--- config.mk ---
export PLATFORM = sky130hd
export DESIGN_NAME = vpae_bank
export DESIGN_NICKNAME = d
export VERILOG_FILES = /design/src/design/vpae_bank.v
export VERILOG_INCLUDE_DIRS = /design/src /design/src/design
export SDC_FILE = /design/constraint.sdc
export NUM_CORES = 1
export LEC_CHECK = 0
export BUFFER_PORTS_ARGS = -buffer_cell sky130_fd_sc_hd__buf_2
export CAP_MARGIN = 20
export CORE_ASPECT_RATIO = 0.8
export CORE_MARGIN = 4
export CORE_UTILIZATION = 54
export DETAILED_ROUTE_END_ITERATION = 16
export HOLD_SLACK_MARGIN = 0.03
export PLACE_DENSITY = 0.79
export SYNTH_ARGS = -nofsm -noshare
export SYNTH_HDL_FRONTEND = slang
export SYNTH_SLANG_ARGS = --single-unit
--- constraint.sdc ---
create_clock -name pclk -period 3 [get_ports pclk]
set_clock_uncertainty 0.05 [all_clocks]
set_input_delay 0.3 -clock pclk [delete_from_list [all_inputs] [get_ports pclk]]
set_output_delay 0.3 -clock pclk [all_outputs]
set_load 0.01 [all_outputs]
--- src/design/vpae_map.vh ---
// vpae_map.vh: offsets, fields, resets and timing of the emulated phy bank
// assumes: included by the bank module and the bench; 32-bit apb, word index = paddr[7:2]
`ifndef VPAE_MAP_VH
`define VPAE_MAP_VH
// register indices, byte address is four times the index
`define VPAE_IDX_CTL 6'h00
`define VPAE_IDX_STS 6'h01
`define VPAE_IDX_ID1 6'h02
`define VPAE_IDX_ID2 6'h03
`define VPAE_IDX_ADV 6'h04
`define VPAE_IDX_LP 6'h05
`define VPAE_IDX_EXP 6'h06
`define VPAE_IDX_ISTS 6'h08
`define VPAE_IDX_IMSK 6'h09
`define VPAE_IDX_CRC 6'h0a
// emu_basic_control fields
`define VPAE_CTL_RST 15
`define VPAE_CTL_SPEED 13
`define VPAE_CTL_AN_EN 12
`define VPAE_CTL_RESTART 9
`define VPAE_CTL_DUPLEX 8
`define VPAE_CTL_WMASK 16'h7d80
`define VPAE_CTL_DEFAULT 16'h3100
// emu_basic_status constant part and completion bit
`define VPAE_STS_BASE 16'h780d
`define VPAE_STS_AN_DONE 5
// emu_local_advertisement layout
`define VPAE_ADV_WMASK 16'h0de0
`define VPAE_ADV_FIXED 16'h0001
`define VPAE_ADV_DEFAULT 16'h0de1
`define VPAE_ADV_ABIL_LO 5
`define VPAE_ADV_PSYM 10
`define VPAE_ADV_PASYM 11
// emulated partner abilities {100fd,100hd,10fd,10hd}
`define VPAE_LP_100_FULL 4'hf
`define VPAE_LP_100_HALF 4'h5
`define VPAE_LP_10_FULL 4'h3
`define VPAE_LP_10_HALF 4'h1
`define VPAE_LP_PD_100 4'h4
// chip_reset_control bits
`define VPAE_CRC_DIG 0
`define VPAE_CRC_EMU 1
// interrupt status / mask bits
`define VPAE_INT_DONE 0
`define VPAE_INT_PAGE 1
`define VPAE_INT_PD 2
// timing
`define VPAE_CLK_NS 10
`define VPAE_EMU_RST_NS 102000
`endif

--- src/design/vpae_bank.v ---
// vpae_bank.v: emulated single-port phy register bank with apb slave
// assumes: pclk 100 mhz, straps and duplex pin static, sampled via 2 flops
//
// What this block does
// - clause 22 register bank seen as one phy
// - control and status bits like real phy
// - negotiation runs only with enable bit set
// - resets, restart bit, reload all rerun negotiation
// - complete flag, then page received, then result
// - result is advertisement anded with partner abilities
// - priority 100 full, 100 half, 10 full, 10 half
// - empty common set falls to parallel detection
// - advertisement resets to all four abilities, writable
// - advertisement writes wait for next negotiation
// - partner abilities from duplex pin and straps
// - duplex pin or strap change starts no negotiation
// - no next page, remote fault, t4 anywhere
// - common ability sets partner-able and partner bits
// - management side local, switch fabric partner
// - fallback: not able, half, strap speed, one bit
// - enable clear forces control speed and duplex
// - chip emulated reset bit self clears 102 us
`timescale 1ns/1ps
`include "vpae_map.vh"

module vpae_bank #(
  // length of the chip-level emulated reset, shorten in simulation
  parameter EMU_RST_CYCLES = `VPAE_EMU_RST_NS / `VPAE_CLK_NS,
  // identity words, values arbitrary
  parameter [15:0] ID_WORD1 = 16'h0000,
  parameter [15:0] ID_WORD2 = 16'h0000
) (
  // apb slave
  input wire pclk,
  input wire presetn,
  input wire psel,
  input wire penable,
  input wire pwrite,
  input wire [7:0] paddr,
  input wire [31:0] pwdata,
  output reg [31:0] prdata,
  output reg pready,
  output reg pslverr,
  // static pins and straps, other domain
  input wire port0_duplex_input,
  input wire duplex_pol_strap,
  input wire speed_strap,
  input wire hardware_reset_n,
  // same-clock one-cycle requests
  input wire digital_reset_req,
  input wire config_reload_req,
  // operating mode towards the switch fabric
  output reg op_speed_100,
  output reg op_full_duplex,
  output reg op_pause_sym,
  output reg op_pause_asym,
  // interrupt
  output reg irq
);

  // negotiation sequencer states, one-hot
  localparam [3:0] S_IDLE = 4'b0001;
  localparam [3:0] S_STEP1 = 4'b0010;
  localparam [3:0] S_STEP2 = 4'b0100;
  localparam [3:0] S_STEP3 = 4'b1000;

  // pin synchronisers: {hw reset, speed, polarity, duplex}
  wire [3:0] pin_raw;
  reg [3:0] pin_meta_reg;
  reg [3:0] pin_sync_reg;
  reg hw_prev_reg;

  // register bank state
  reg [15:0] ctl_reg; // writable control bits only
  reg [15:0] adv_reg; // local advertisement
  reg [3:0] lp_reg; // partner ability bits
  reg [1:0] lp_pause_reg; // partner pause, mirrors adv
  reg lp_able_reg; // partner negotiation able
  reg page_rx_reg; // page received
  reg an_done_reg; // negotiation complete
  reg soft_rst_reg; // control reset bit, reads 1 till done
  reg res_speed_reg; // negotiated 100 mb/s
  reg res_dup_reg; // negotiated full duplex
  reg [1:0] res_pause_reg; // negotiated {asym,sym}
  reg [2:0] int_sts_reg; // sticky events
  reg [2:0] int_mask_reg; // interrupt enables
  reg emu_rst_reg; // chip-level emulated reset bit
  reg [13:0] emu_cnt_reg; // its self-clear timer
  reg [3:0] state_reg;
  reg pend_reg; // negotiation wanted

  // apb decode
  wire [5:0] idx;
  wire acc, wr, rd, busy;
  wire wr_ctl, wr_adv, wr_imsk, wr_crc, rd_ists;

  // derived partner and negotiation terms
  wire hw_ok, hw_rise, hold, do_soft_rst, trig, lp_full;
  wire [3:0] lp_ab;
  wire [3:0] common;

  // read mux result
  reg [15:0] rdata;
  reg rmiss;

  // next-state terms for the sequencer
  reg [3:0] state_next;

  assign pin_raw = {hardware_reset_n, speed_strap, duplex_pol_strap, port0_duplex_input};

  // two flops per pin, second stage is the only reader of the first
  genvar gi;
  generate
    for (gi = 0; gi < 4; gi = gi + 1) begin : g_sync
      always @(posedge pclk or negedge presetn) begin
        if (!presetn) begin
          pin_meta_reg[gi] <= 1'b0;
          pin_sync_reg[gi] <= 1'b0;
        end else begin
          pin_meta_reg[gi] <= pin_raw[gi];
          pin_sync_reg[gi] <= pin_meta_reg[gi];
        end
      end
    end
  endgenerate

  assign hw_ok = pin_sync_reg[3];
  assign hw_rise = hw_ok & ~hw_prev_reg;
  // pins are static, so the only pin edge that restarts is the reset pin
  assign lp_full = (pin_sync_reg[0] == pin_sync_reg[1]);
  // partner abilities from strap speed and pin duplex
  assign lp_ab = pin_sync_reg[2] ?
    (lp_full ? `VPAE_LP_100_FULL : `VPAE_LP_100_HALF) :
    (lp_full ? `VPAE_LP_10_FULL : `VPAE_LP_10_HALF);
  assign common = adv_reg[`VPAE_ADV_ABIL_LO+3:`VPAE_ADV_ABIL_LO] & lp_ab;

  // bank held at defaults while either hardware or chip reset lasts
  assign hold = ~hw_ok | emu_rst_reg;
  assign busy = pend_reg | (state_reg != S_IDLE);

  // apb access phase, write and read take effect when pready is seen
  assign idx = paddr[7:2];
  assign acc = psel & penable & pready;
  assign wr = acc & pwrite;
  assign rd = acc & ~pwrite;
  assign wr_ctl = wr & (idx == `VPAE_IDX_CTL);
  assign wr_adv = wr & (idx == `VPAE_IDX_ADV);
  assign wr_imsk = wr & (idx == `VPAE_IDX_IMSK);
  assign wr_crc = wr & (idx == `VPAE_IDX_CRC);
  assign rd_ists = rd & (idx == `VPAE_IDX_ISTS);
  assign do_soft_rst = wr_ctl & pwdata[`VPAE_CTL_RST];

  // every restart source but the chip emulated reset collected into one request
  assign trig = hw_rise | do_soft_rst | config_reload_req | digital_reset_req
    | (wr_ctl & pwdata[`VPAE_CTL_RESTART])
    | (wr_crc & pwdata[`VPAE_CRC_DIG]);

  // read mux, address decode as an if chain
  always @* begin
    rdata = 16'h0000;
    rmiss = 1'b0;
    if (idx == `VPAE_IDX_CTL) begin
      rdata = ctl_reg;
      rdata[`VPAE_CTL_RST] = soft_rst_reg;
      rdata[`VPAE_CTL_RESTART] = busy;
    end else if (idx == `VPAE_IDX_STS) begin
      // no t4, no remote fault, link always up
      rdata = `VPAE_STS_BASE;
      rdata[`VPAE_STS_AN_DONE] = an_done_reg;
    end else if (idx == `VPAE_IDX_ID1) begin
      rdata = ID_WORD1;
    end else if (idx == `VPAE_IDX_ID2) begin
      rdata = ID_WORD2;
    end else if (idx == `VPAE_IDX_ADV) begin
      rdata = adv_reg;
    end else if (idx == `VPAE_IDX_LP) begin
      // next page, ack, remote fault and t4 held at zero
      rdata = {4'h0, lp_pause_reg[1], lp_pause_reg[0], 1'b0, lp_reg, 5'h01};
    end else if (idx == `VPAE_IDX_EXP) begin
      rdata = {14'h0000, page_rx_reg, lp_able_reg};
    end else if (idx == `VPAE_IDX_ISTS) begin
      rdata = {13'h0000, int_sts_reg};
    end else if (idx == `VPAE_IDX_IMSK) begin
      rdata = {13'h0000, int_mask_reg};
    end else if (idx == `VPAE_IDX_CRC) begin
      rdata = {14'h0000, emu_rst_reg, 1'b0};
    end else begin
      // unsupported phy registers read as all ones
      rdata = 16'hffff;
      rmiss = 1'b1;
    end
  end

  // apb handshake: one wait state, more while negotiation runs
  always @(posedge pclk or negedge presetn) begin
    if (!presetn) begin
      pready <= 1'b0;
      pslverr <= 1'b0;
      prdata <= 32'h0000_0000;
    end else if (pready) begin
      // drop after the completing edge
      pready <= 1'b0;
      pslverr <= 1'b0;
    end else if (psel & penable & ~busy) begin
      // stall reads while steps run so no half result is seen
      pready <= 1'b1;
      pslverr <= rmiss;
      prdata <= pwrite ? 32'h0000_0000 : {16'h0000, rdata};
    end
  end

  // sequencer next state
  always @* begin
    state_next = state_reg;
    case (state_reg)
      S_IDLE: begin
        // only with enable set does a pending request run
        if (pend_reg & ~hold & ctl_reg[`VPAE_CTL_AN_EN]) begin
          state_next = S_STEP1;
        end
      end
      S_STEP1: begin
        state_next = S_STEP2;
      end
      S_STEP2: begin
        state_next = S_STEP3;
      end
      S_STEP3: begin
        state_next = S_IDLE;
      end
      default: begin
        state_next = S_IDLE;
      end
    endcase
  end

  // sequencer, results and register bank
  always @(posedge pclk or negedge presetn) begin
    if (!presetn) begin
      state_reg <= S_IDLE;
      pend_reg <= 1'b1;
      hw_prev_reg <= 1'b0;
      ctl_reg <= `VPAE_CTL_DEFAULT;
      adv_reg <= `VPAE_ADV_DEFAULT;
      lp_reg <= 4'h0;
      lp_pause_reg <= 2'b00;
      lp_able_reg <= 1'b0;
      page_rx_reg <= 1'b0;
      an_done_reg <= 1'b0;
      soft_rst_reg <= 1'b0;
      res_speed_reg <= 1'b0;
      res_dup_reg <= 1'b0;
      res_pause_reg <= 2'b00;
      emu_rst_reg <= 1'b0;
      emu_cnt_reg <= 14'h0000;
    end else begin
      hw_prev_reg <= hw_ok;
      // chip-level reset bit and its self-clear timer
      if (wr_crc & pwdata[`VPAE_CRC_EMU]) begin
        emu_rst_reg <= 1'b1;
        emu_cnt_reg <= EMU_RST_CYCLES[13:0] - 14'h0001;
      end else if (emu_rst_reg) begin
        if (emu_cnt_reg == 14'h0000) begin
          emu_rst_reg <= 1'b0;
        end else begin
          emu_cnt_reg <= emu_cnt_reg - 14'h0001;
        end
      end
      if (hold | do_soft_rst) begin
        // reset to defaults and ask for a fresh negotiation
        state_reg <= S_IDLE;
        pend_reg <= 1'b1;
        ctl_reg <= `VPAE_CTL_DEFAULT;
        adv_reg <= `VPAE_ADV_DEFAULT;
        lp_reg <= 4'h0;
        lp_able_reg <= 1'b0;
        page_rx_reg <= 1'b0;
        an_done_reg <= 1'b0;
        soft_rst_reg <= do_soft_rst;
      end else begin
        state_reg <= state_next;
        // register writes; advertisement only feeds the next run
        if (wr_ctl) begin
          ctl_reg <= pwdata[15:0] & `VPAE_CTL_WMASK;
        end
        if (wr_adv) begin
          adv_reg <= (pwdata[15:0] & `VPAE_ADV_WMASK) | `VPAE_ADV_FIXED;
        end
        // request kept if it lands mid-run
        if (trig) begin
          pend_reg <= 1'b1;
        end else if (state_reg == S_IDLE) begin
          pend_reg <= 1'b0;
        end
        case (state_reg)
          S_IDLE: begin
            if (pend_reg) begin
              // a run starts from clear flags; disabled leaves them clear
              an_done_reg <= 1'b0;
              page_rx_reg <= 1'b0;
              lp_able_reg <= 1'b0;
              if (~ctl_reg[`VPAE_CTL_AN_EN]) begin
                soft_rst_reg <= 1'b0;
              end
            end
          end
          S_STEP1: begin
            an_done_reg <= 1'b1;
          end
          S_STEP2: begin
            page_rx_reg <= 1'b1;
          end
          S_STEP3: begin
            soft_rst_reg <= 1'b0;
            lp_pause_reg <= {adv_reg[`VPAE_ADV_PASYM], adv_reg[`VPAE_ADV_PSYM]};
            if (common != 4'h0) begin
              lp_able_reg <= 1'b1;
              lp_reg <= lp_ab;
              // fixed priority over the common set
              if (common[3]) begin
                res_speed_reg <= 1'b1;
                res_dup_reg <= 1'b1;
              end else if (common[2]) begin
                res_speed_reg <= 1'b1;
                res_dup_reg <= 1'b0;
              end else if (common[1]) begin
                res_speed_reg <= 1'b0;
                res_dup_reg <= 1'b1;
              end else begin
                res_speed_reg <= 1'b0;
                res_dup_reg <= 1'b0;
              end
              // partner mirrors pause, valid only in full duplex
              res_pause_reg <= (common[3] | (~common[2] & common[1])) ?
                {adv_reg[`VPAE_ADV_PASYM], adv_reg[`VPAE_ADV_PSYM]} : 2'b00;
            end else begin
              // parallel detection: half duplex, strap speed, one bit
              lp_able_reg <= 1'b0;
              res_dup_reg <= 1'b0;
              res_speed_reg <= pin_sync_reg[2];
              res_pause_reg <= 2'b00;
              lp_reg <= pin_sync_reg[2] ? `VPAE_LP_PD_100 : `VPAE_LP_10_HALF;
            end
          end
        endcase
      end
    end
  end

  // sticky events, a read clears, a new event in that cycle wins
  always @(posedge pclk or negedge presetn) begin
    if (!presetn) begin
      int_sts_reg <= 3'b000;
      int_mask_reg <= 3'b000;
    end else begin
      if (wr_imsk) begin
        int_mask_reg <= pwdata[2:0];
      end
      int_sts_reg <= (rd_ists ? 3'b000 : int_sts_reg)
        | {(state_reg == S_STEP3) & (common == 4'h0) & ~hold,
           (state_reg == S_STEP2) & ~hold,
           (state_reg == S_STEP1) & ~hold};
    end
  end

  // operating mode and interrupt, all from flops
  always @(posedge pclk or negedge presetn) begin
    if (!presetn) begin
      op_speed_100 <= 1'b0;
      op_full_duplex <= 1'b0;
      op_pause_sym <= 1'b0;
      op_pause_asym <= 1'b0;
      irq <= 1'b0;
    end else begin
      irq <= |(int_sts_reg & int_mask_reg);
      if (ctl_reg[`VPAE_CTL_AN_EN]) begin
        // stored result only changes at the end of a run
        op_speed_100 <= res_speed_reg;
        op_full_duplex <= res_dup_reg;
        op_pause_sym <= res_pause_reg[0];
        op_pause_asym <= res_pause_reg[1];
      end else begin
        // forced from control bits, no pause without negotiation
        op_speed_100 <= ctl_reg[`VPAE_CTL_SPEED];
        op_full_duplex <= ctl_reg[`VPAE_CTL_DUPLEX];
        op_pause_sym <= 1'b0;
        op_pause_asym <= 1'b0;
      end
    end
  end

endmodule

==> results_dict.tcl, run 1 <==
set metrics [dict create \
    grt_pass1_vias 3148 \
    dieWidth_um 105.3 \
    ir_drop_v 0.0002686 \
    cp-end-kind "flip-flop" \
    hold_path.class "input port to flip-flop" \
    port_buffers 53 \
    clockRootBuffer "clkbuf_8" \
    path_cells "or4b_1 > or4_1 > nor3_1 > a22oi_1 > nand2_1" \
    die-area_um2 9042 \
    ant_nets 0 \
    numClockSinks 85 \
    drc_errors 0 \
    firstDrtPassIters 5 \
    ioPinCount 90 \
    synth.avg_cell_area_um2 10.08 \
    htreeDepth 3 \
    max_freq_mhz 404.0 \
    overflow 0 \
    multiInputGateArea_um2 1770 \
    cp.required_ns 3.25 \
    fillers 604 \
    outcome "finished, final reports clean" \
    vias_per_cell 5.710 \
    nNetsFinal 517 \
    drive_above_1_share 0.2298 \
    largest_reg_flops 16 \
    p_per_area_nw_per_um2 481.5 \
    synthArstFlopShare 1.000 \
    place_congestion 0.8979 \
    min_period_over_period 0.8252 \
    post_cts_buffers 0 \
    reg2regPathDepth 5 \
    grt_pass1_wl_um 15460 \
    cts_tree "built" \
    max_cap_violations 0 \
    clockBufferDepth 2 \
    final_common_cell "dfrtp_1" \
    ys.flop_type "dfrtp_1" \
    diodes 0 \
    vias 3283 \
    synth.cell_area_um2 4091 \
    hpwl_um 6635 \
    clock_latency_ns 0.36 \
    numCtsBuffers 9 \
    hold_viol_final 0 \
    grt_setup_unrepaired "false" \
    synth_edf_count 0 \
    start_util 0.5535 \
    antenna_found_initial 0 \
    grtUsageTotal 0.2146 \
    areaGrowthSynthToFinish_pct 14.50 \
    layout_min_cycle_time_ns 2.476 \
    hold_depth 2 \
    wl_um 9150 \
    final_cell_mix "74 x dfrtp_1, 52 x nand2_1, 52 x buf_2, 27 x nor2_1, 19 x nand3_1" \
    arrival_ns 2.73 \
    yosys.cell_types.count 61 \
    max_stage_delay_ns 0.70 \
    finalSetupViolations 0 \
    critPathLaunchType "flip-flop" \
    ys_warn_count 0 \
    regArea_um2 2141 \
    clk_pin_slew_worst_paths_ns 0.09 \
    core_area_um2 7392 \
    wl_per_cell_um 15.91 \
    p_leak_uw 0.002080 \
    die_h_um 85.86 \
    slew_headroom 0.4862 \
    postLayoutCoreUtil 0.6337 \
    ys_seq_elements 85 \
    tns_ns 0 \
    cp_max_fo 13 \
    synthCells 406 \
    worst_pin_slew_ns 0.7600 \
    synth_seq_area_share 0.5232 \
    drv_slew 0 \
    drtIter0Drc 256 \
    worstSetupPathType "flip-flop to flip-flop" \
    rows 28 \
    grt_max_degree 86 \
    critPathSlowestCell "or4_1" \
]
[cells in the mapped netlist (6+ instances only)]
library cell	n	area share
dfrtp_1	74	0.45
nand2_1	52	0.048
nor2_1	27	0.025
nand3_1	19	0.023
o21ai_0	17	0.021
buf_4	16	0.029
inv_1	16	0.015
a21oi_1	15	0.018
mux2_2	13	0.036
clkbuf_1	11	0.010
dfstp_2	11	0.071
nand2b_1	9	0.014
o21ai_1	8	0.0098
mux2i_1	7	0.017
nor4_1	6	0.0092
[final cells by class]
| cell class | instances | area share |
|---|---|---|
| Clock buffer | 9 | 0.02644 |
| Inverter | 16 | 0.01282 |
| Timing Repair Buffer | 63 | 0.08013 |
| Sequential cell | 85 | 0.4570 |
| Tap cell | 105 | 0.02804 |
| Multi-Input combinational cell | 290 | 0.3779 |
| Clock inverter | 7 | 0.01763 |
[layer usage]
layer / GRT usage / share of wire / up-vias
met3: 0.05041 / 0.066 / 14
met5: 0 / 0 / -
met1: 0.3110 / 0.46 / 1590
li1: - / - / 1547
met4: 0.06555 / 0.018 / 0
met2: 0.3235 / 0.45 / 132
[worst paths after layout]
check	start	slack (ns)	endpoint
worst max-delay path	state_reg[0]	0.52	prdata[8]
worst min-delay path	pwdata[12]	0.10	ctl_reg[12]
worst max register to register	state_reg[0]	0.52	prdata[8]
worst min register to register	pin_meta_reg[3]	0.30	hw_ok
max in group asynchronous	presetn	1.89	adv_reg[6]
min in group asynchronous	presetn	0.34	prdata[7]
[power breakdown]
| group | leakage, uW | switching, uW | total (uW) | internal (uW) |
|---|---|---|---|---|
| registers | 0.00105 | 41.8 | 1230 | 1190 |
| logic | 0.000933 | 113 | 190 | 76.8 |
| clock network | 0.0000980 | 439 | 835 | 396 |
| total | 0.00208 | 594 | 2260 | 1660 |
[cell families after synthesis]
group	count (synthesis)	share of synthesized area
compound gates	88	0.1495
simple gates	156	0.1933
other cells	1	0.0009166
buf+inv	46	0.05780
mux	20	0.05291
fa+ha+maj	1	0.003058
xor+xnor	9	0.01926
flops	85	0.5232
[what timing repair did]
action | 4_1_cts | 5_1_grt
resized for setup | 0 | 0
endpoints found under the setup margin | 0 | 0
hold endpoints to repair | 4 | 23
hold buffers | 4 | 1
[through the flow]
step	power (uW)	instances	worst slack [ns]	instance area (um2)	hold WS, ns
after floorplan	1362	421	0.9110	4148	-0.04559
after global placement	1425	553	0.5884	4400	0.2836
after detailed placement	1432	553	0.5502	4400	0.2847
after CTS	2261	573	0.5338	4647	0.09373
after global routing	2351	575	0.4183	4684	0.09541
final	2256	575	0.5245	4684	0.1021
[worst max-delay path, delay by kind of cell, from the launching register on]
family,cells,cell delay [ns]
AOI/OAI and AO/OA,1,0.13
DFF,1,0.56
and+or+nand+nor,4,1.69
No activity file was read; power rests on OpenSTA's default activity.
==> run 2: changes to the inputs <==
--- a/config.mk
+++ b/config.mk
@@ -6,14 +6,15 @@
 export SDC_FILE = /design/constraint.sdc
 export NUM_CORES = 1
 export LEC_CHECK = 0
+export ABC_AREA = 1
 export BUFFER_PORTS_ARGS = -buffer_cell sky130_fd_sc_hd__buf_2
 export CAP_MARGIN = 20
 export CORE_ASPECT_RATIO = 0.8
 export CORE_MARGIN = 4
-export CORE_UTILIZATION = 54
+export CORE_UTILIZATION = 55
 export DETAILED_ROUTE_END_ITERATION = 16
 export HOLD_SLACK_MARGIN = 0.03
-export PLACE_DENSITY = 0.79
+export PLACE_DENSITY = 0.8
 export SYNTH_ARGS = -nofsm -noshare
 export SYNTH_HDL_FRONTEND = slang
 export SYNTH_SLANG_ARGS = --single-unit
==> constraint.sdc (replaced) <==
create_clock -name pclk -period 2.5 [get_ports pclk]
set_clock_uncertainty 0.05 [all_clocks]
set_input_delay 0.25 -clock pclk [delete_from_list [all_inputs] [get_ports pclk]]
set_output_delay 0.25 -clock pclk [all_outputs]
set_load 0.01 [all_outputs]
==> run 2 against run 1 <==
  * Via count rose by 10%
  * Setup slack better by 0.029 ns
  * Critical endpoint is now prdata[1]
  * Core utilization grew 0.81 points
  * Clock power grew 0.5%
  * Maximum frequency grew 27%
  * Highest routed layer unchanged
  * Largest power group unchanged
==> results_dict.tcl, run 2 <==
set metrics [dict create \
    outcome "finished, final reports clean" \
    max_cap_violations 0 \
    synthArstFlopShare 1.000 \
    tns_ns 0 \
    internal_power_uw 1784 \
    synthCells 539 \
    grt_pass1_wl_um 16430 \
    numClockSinks 85 \
    finalSetupViolations 0 \
    synth_compound_area_frac 0.06989 \
    die_h_um 86.56 \
    power_frac_seq 0.588 \
    max_freq_mhz 513.9 \
    cp.required_ns 2.75 \
    worstHoldStart "pwdata[12]" \
    ir_drop_v 0.0003381 \
    drc_errors 0 \
    arrival_ns 2.19 \
    p_per_area_nw_per_um2 492.7 \
    synth_top_family_by_area "simple AND/OR/NAND/NOR gates" \
    slew_headroom 0.6030 \
    final_common_cell "nand2_1" \
    ys.flop_type "dfrtp_1" \
    drive_above_1_share 0.1718 \
    swShare 0.2438 \
    pre_cts_ws_ns 0.4115 \
    setup_slack_ns 0.5539 \
    numCtsBuffers 9 \
    vias 3626 \
    nNetsFinal 658 \
    drv_slew 0 \
    ys_seq_elements 85 \
    multiInputGateArea_um2 1769 \
    yosys.area_share.adder 0.002949 \
    largest_reg_flops 16 \
    fillers 654 \
    regToRegStartpoint "state_reg[0]" \
    diodes 0 \
    cts_tree "built" \
    yosys.cell_types.count 32 \
    place_congestion 0.9432 \
    clk_pin_slew_worst_paths_ns 0.09 \
    hold_path.class "input port to flip-flop" \
    vias_per_cell 5.064 \
    dieWidth_um 106.2 \
    areaGrowthSynthToFinish_pct 12.89 \
    path_cells "nand2_1 > nor2_1 > nand2_1 > nor2_1 > nand2_1 > nor2_1 > nand2_1 > nand2_1" \
    die-area_um2 9192 \
    switchingPower_uw 575.4 \
    yosysTopAreaCell "dfrtp_1" \
    grt_max_degree 44 \
    crit_path_start "state_reg[0]" \
    combPwrFrac 0.057 \
    clkPwrFrac 0.356 \
    drtIter0Drc 166 \
    grt_pass1_vias 3598 \
    yosysTopAreaCellShare 0.4364 \
    rows 28 \
    ys_warn_count 0 \
    port_buffers 53 \
    synth.most_common_cell "nand2_1" \
    final_cell_mix "170 x nand2_1, 74 x dfrtp_1, 63 x nor2_1, 60 x inv_1, 52 x buf_2" \
    grtUsageTotal 0.2242 \
    core_area_um2 7462 \
    cp-end-kind "flip-flop" \
    clockRootBuffer "clkbuf_8" \
    antenna_found_initial 0 \
    start_util 0.5686 \
    synth_seq_area_share 0.5046 \
    hpwl_um 7218 \
    synth_mux_area_frac 0.002654 \
    worst_pin_slew_ns 0.5940 \
    ant_nets 0 \
    wl_per_cell_um 13.22 \
    clock_latency_ns 0.36 \
    firstDrtPassIters 5 \
    synth.avg_cell_area_um2 7.872 \
    clockBufferDepth 2 \
    synthTopCellsByArea "dfrtp_1 44%, nand2_1 15%, dfstp_2 6.8%, nor2_1 5.6%, inv_1 5.3%" \
    yosys.area_share.simple 0.3026 \
    critPathLaunchType "flip-flop" \
    worstSetupPathType "flip-flop to flip-flop" \
    p_leak_uw 0.002653 \
    power_uw 2360 \
    synth_edf_count 0 \
    post_cts_resized 0 \
    synthTopCellsByCount "170 x nand2_1, 74 x dfrtp_1, 63 x nor2_1" \
    critPathSlowestCell "dfstp_2" \
    post_cts_buffers 0 \
    hold_viol_final 0 \
    synth.cell_area_um2 4243 \
    cp_max_fo 18 \
    crit_top_cell "nand2_1" \
    overflow 0 \
    wl_um 9463 \
    max_stage_delay_ns 0.56 \
    grt_setup_unrepaired "false" \
    layout_min_cycle_time_ns 1.946 \
    synth_xor_area_frac 0.02477 \
    htreeDepth 3 \
    regArea_um2 2141 \
    ioPinCount 90 \
    min_period_over_period 0.7784 \
]
==> run 2: changes by cell type in the layout (fill, tap and decap cells not counted), sizes merged, moves of 6 or more <==
cell,before,now
nand2b,9,0
o21ai,25,38
nand3,19,35
nand2,52,176
nor4,7,0
nor2,27,70
inv,18,64
mux2,13,1
a21oi,16,10
mux2i,7,0
==> run 2: cells by family (layout without fill, tap and decap cells) <==
kind of cell               Yosys count  after routing
DFF                                 85             85
adders and majority gates            1              1
buffers and inverters               83            140
other                                1             16
muxes                                1              1
AOI/OAI and AO/OA                   56             56
xor gates and xnor gates            12             12
and+or+nand+nor                    300            300
==> run 2: power by group through the flow <==
| stage | clock, uW | sequential, uW | combinational [uW] |
|---|---|---|---|
| 2_1_floorplan | 0 | 1410 | 73.6 |
| 3_3_place_gp | 0 | 1410 | 126 |
| 3_5_place_dp | 0 | 1410 | 128 |
| 4_1_cts | 852 | 1390 | 135 |
| 5_1_grt | 929 | 1390 | 153 |
| 6_report | 839 | 1390 | 134 |
==> run 2: cell type report <==
class	instances	share of cell area
repair buffers	60	0.07210
inverters	64	0.05068
multi-input cells	386	0.3694
clock buffers	12	0.02821
flip-flops and latches	85	0.4470
clock inverters	4	0.005225
well taps	105	0.02743
==> run 2: worst max-delay path: cells and delay by family (launching register included) <==
family           cells  cell delay [ns]
flip-flops           1             0.56
AND/OR/NAND/NOR      8             1.28
==> run 2: worst paths after layout <==
| check | depth (start not counted) | slack (ns) | end |
|---|---|---|---|
| min reg2reg | 0 | 0.30 | pin_sync_reg[2] |
| max in group asynchronous | 3 | 1.36 | adv_reg[11] |
| min | 3 | 0.07 | ctl_reg[12] |
| max reg2reg | 8 | 0.55 | prdata[1] |
| min in group asynchronous | 2 | 0.36 | state_reg[2] |
| max | 8 | 0.55 | prdata[1] |
==> run 2: through the flow <==
| step | instance area [um2] | hold WS [ns] | std cells | util |
|---|---|---|---|---|
| detailed placement | 4579 | 0.2236 | 695 | 0.6137 |
| global placement | 4579 | 0.2176 | 695 | 0.6137 |
| CTS | 4790 | 0.05775 | 716 | 0.6419 |
| floorplan | 4299 | -0.09559 | 554 | - |
| finish | 4790 | 0.06879 | 716 | 0.6419 |
| global route | 4790 | 0.06165 | 716 | 0.6419 |
==> run 2: repair_timing <==
action / 4_1_cts / 5_1_grt
hold endpoints to repair: 41 / 0
setup endpoints to repair: 0 / 0
hold buffers: 5 / 0
==> run 2: routing by layer <==
layer	vias up	wire length, um	global-route usage
li1	1794	-	-
met4	0	99	0.05412
met1	1703	4135	0.3001
met5	-	0	0
met2	114	4534	0.3686
met3	15	692	0.05957
==> run 3: changes to the inputs <==
--- a/config.mk
+++ b/config.mk
@@ -6,15 +6,15 @@
 export SDC_FILE = /design/constraint.sdc
 export NUM_CORES = 1
 export LEC_CHECK = 0
-export ABC_AREA = 1
+export ABC_AREA = 0
 export BUFFER_PORTS_ARGS = -buffer_cell sky130_fd_sc_hd__buf_2
 export CAP_MARGIN = 20
 export CORE_ASPECT_RATIO = 0.8
 export CORE_MARGIN = 4
-export CORE_UTILIZATION = 55
+export CORE_UTILIZATION = 49
 export DETAILED_ROUTE_END_ITERATION = 16
 export HOLD_SLACK_MARGIN = 0.03
-export PLACE_DENSITY = 0.8
+export PLACE_DENSITY = 0.76
 export SYNTH_ARGS = -nofsm -noshare
 export SYNTH_HDL_FRONTEND = slang
 export SYNTH_SLANG_ARGS = --single-unit
==> constraint.sdc (replaced) <==
create_clock -name pclk -period 1.7 [get_ports pclk]
set_clock_uncertainty 0.05 [all_clocks]
set_input_delay 0.17 -clock pclk [delete_from_list [all_inputs] [get_ports pclk]]
set_output_delay 0.17 -clock pclk [all_outputs]
set_load 0.01 [all_outputs]
==> run 3 against run 2 <==
  * The flow now finishes with violations (negative setup slack)
  * Sequential share of layout area down 8.9 points
  * Register-to-register slack got worse by 0.98 ns
  * Flip-flop and latch count unchanged
  * Combinational power grew to 4.1 times the previous value
  * Wire length rose by 36%
  * Non-clock buffer count grew 97
  * First-iteration DRC count increased by 100%
  * Cell count decreased by 6.1%
  * Total power rose by 78%
  * Global-route usage grew 1.8 points
  * Clock power increased by 75%
  * Die area grew 7.5%
  * Critical endpoint is now prdata[10]
==> results_dict.tcl, run 3 (synthesized netlist as in run 1, its figures left out) <==
set metrics [dict create \
    violations "negative setup slack" \
    final_cell_mix "73 x dfrtp_1, 63 x buf_4, 52 x buf_2, 45 x nand2_1, 22 x nor2_1" \
    hold_viol_final 0 \
    clock_latency_ns 0.37 \
    dieWidth_um 110.2 \
    regToRegStartpoint "state_reg[0]" \
    cp_max_fo 6 \
    nNetsFinal 611 \
    diodes 0 \
    layout_min_cycle_time_ns 2.128 \
    htreeDepth 3 \
    max_stage_delay_ns 0.55 \
    dp.cells 614 \
    drive_above_1_share 0.4344 \
    ioPinCount 90 \
    grt_max_degree 46 \
    grt_pass1_wl_um 18780 \
    p_leak_uw 0.002683 \
    reg2reg_slack_ns -0.43 \
    overflow 0 \
    hpwl_um 7700 \
    drv_slew 0 \
    r2r-end "prdata[10]" \
    firstDrtPassIters 5 \
    vias 3931 \
    largest_reg_flops 16 \
    power_uw 4196 \
    max_cap_violations 0 \
    worst_pin_slew_ns 0.5383 \
    grt_setup_unrepaired "true" \
    numCtsBuffers 9 \
    pre_cts_ws_ns -0.4166 \
    vias_per_cell 5.850 \
    reg2regPathDepth 5 \
    tns_ns -9.860 \
    core_area_um2 8019 \
    slew_headroom 0.6373 \
    finalSetupViolations 58 \
    drtIter0Drc 338 \
    path_cells "or4b_4 > or4_4 > a311oi_4 > o21ai_1 > nand2_1" \
    min_period_over_period 1.252 \
    grt_pass1_vias 3763 \
    setup_slack_ns -0.4280 \
    die-area_um2 9885 \
    drc_errors 0 \
    p_per_area_nw_per_um2 702.1 \
    areaGrowthSynthToFinish_pct 46.09 \
    postLayoutCoreUtil 0.7454 \
    outcome "complete, but fails checks" \
    wl_per_cell_um 19.21 \
    grtUsageTotal 0.2418 \
    clockRootBuffer "clkbuf_8" \
    antenna_found_initial 0 \
    critPathSlowestCell "dfstp_2" \
    clk_pin_slew_worst_paths_ns 0.08 \
    arrival_ns 2.38 \
    port_buffers 53 \
    wl_um 12910 \
    start_util 0.5102 \
    die_h_um 89.73 \
    final_common_cell "dfrtp_1" \
    rows 29 \
    place_congestion 0.8426 \
    cp.required_ns 1.96 \
    max_freq_mhz 469.9 \
    fin_cells 672 \
    worstSetupPathType "flip-flop to flip-flop" \
    hold_path.class "input port to asynchronous set/reset pin" \
    cp-end-kind "flip-flop" \
    clockBufferDepth 2 \
    critPathLaunchType "flip-flop" \
    ant_nets 0 \
    ir_drop_v 0.0004462 \
    numClockSinks 85 \
    cts_tree "built" \
]
## run 3: repair_timing
item / CTS / global route
buffers inserted: 12 / 10
setup endpoints to repair: 46 / 65
hold endpoints to repair: 95 / 0
gates cloned: 1 / 0
gates resized for setup: 46 / 53
pin swaps: 16 / 33
hold buffers: 20 / 0
## run 3: worst max path at each step
stage | from | to | slack [ns] | cells past startpoint
after global routing | state_reg[0] | prdata[8] | -0.49 | 5
after CTS | state_reg[0] | prdata[6] | -0.41 | 5
after detailed placement | state_reg[0] | prdata[8] | -0.42 | 5
final | state_reg[0] | prdata[10] | -0.43 | 5
after floorplan | state_reg[0] | prdata[10] | -0.35 | 6
after global placement | state_reg[0] | prdata[3] | -0.35 | 4
## run 3: report_power, final
group / internal (uW) / switching, uW
combinational: 247 / 309
clock: 722 / 746
sequential: 2100 / 74.1
total: 3070 / 1130
## run 3: layer usage
metal	wire length, um	track usage
met1	5327	0.3380
met2	6037	0.3692
met3	1097	0.05946
met4	450	0.07897
met5	0	0
## run 3: metrics by stage
| step | hold slack, ns | instance area [um2] |
|---|---|---|
| 2_1_floorplan | -0.1756 | 4275 |
| 3_3_place_gp | 0.007813 | 4970 |
| 3_5_place_dp | 0.007927 | 4970 |
| 4_1_cts | 0.1085 | 5699 |
| 5_1_grt | 0.1994 | 5977 |
| 6_report | 0.1601 | 5977 |
## run 3: cell type report
cell class	instances	area, um2
multi-input combinational	290	2227
sequential	85	2142
fill	485	2042
timing repair buffer	157	1212
clock buffer	11	141.4
tap	108	135.1
inverter	16	60.06
clock inverter	5	58.81
## run 3: worst max-delay path, delay by kind of cell (launching register included)
family,cells,cell delay [ns]
compound gates,2,0.38
flops,1,0.55
simple gates,3,1.09
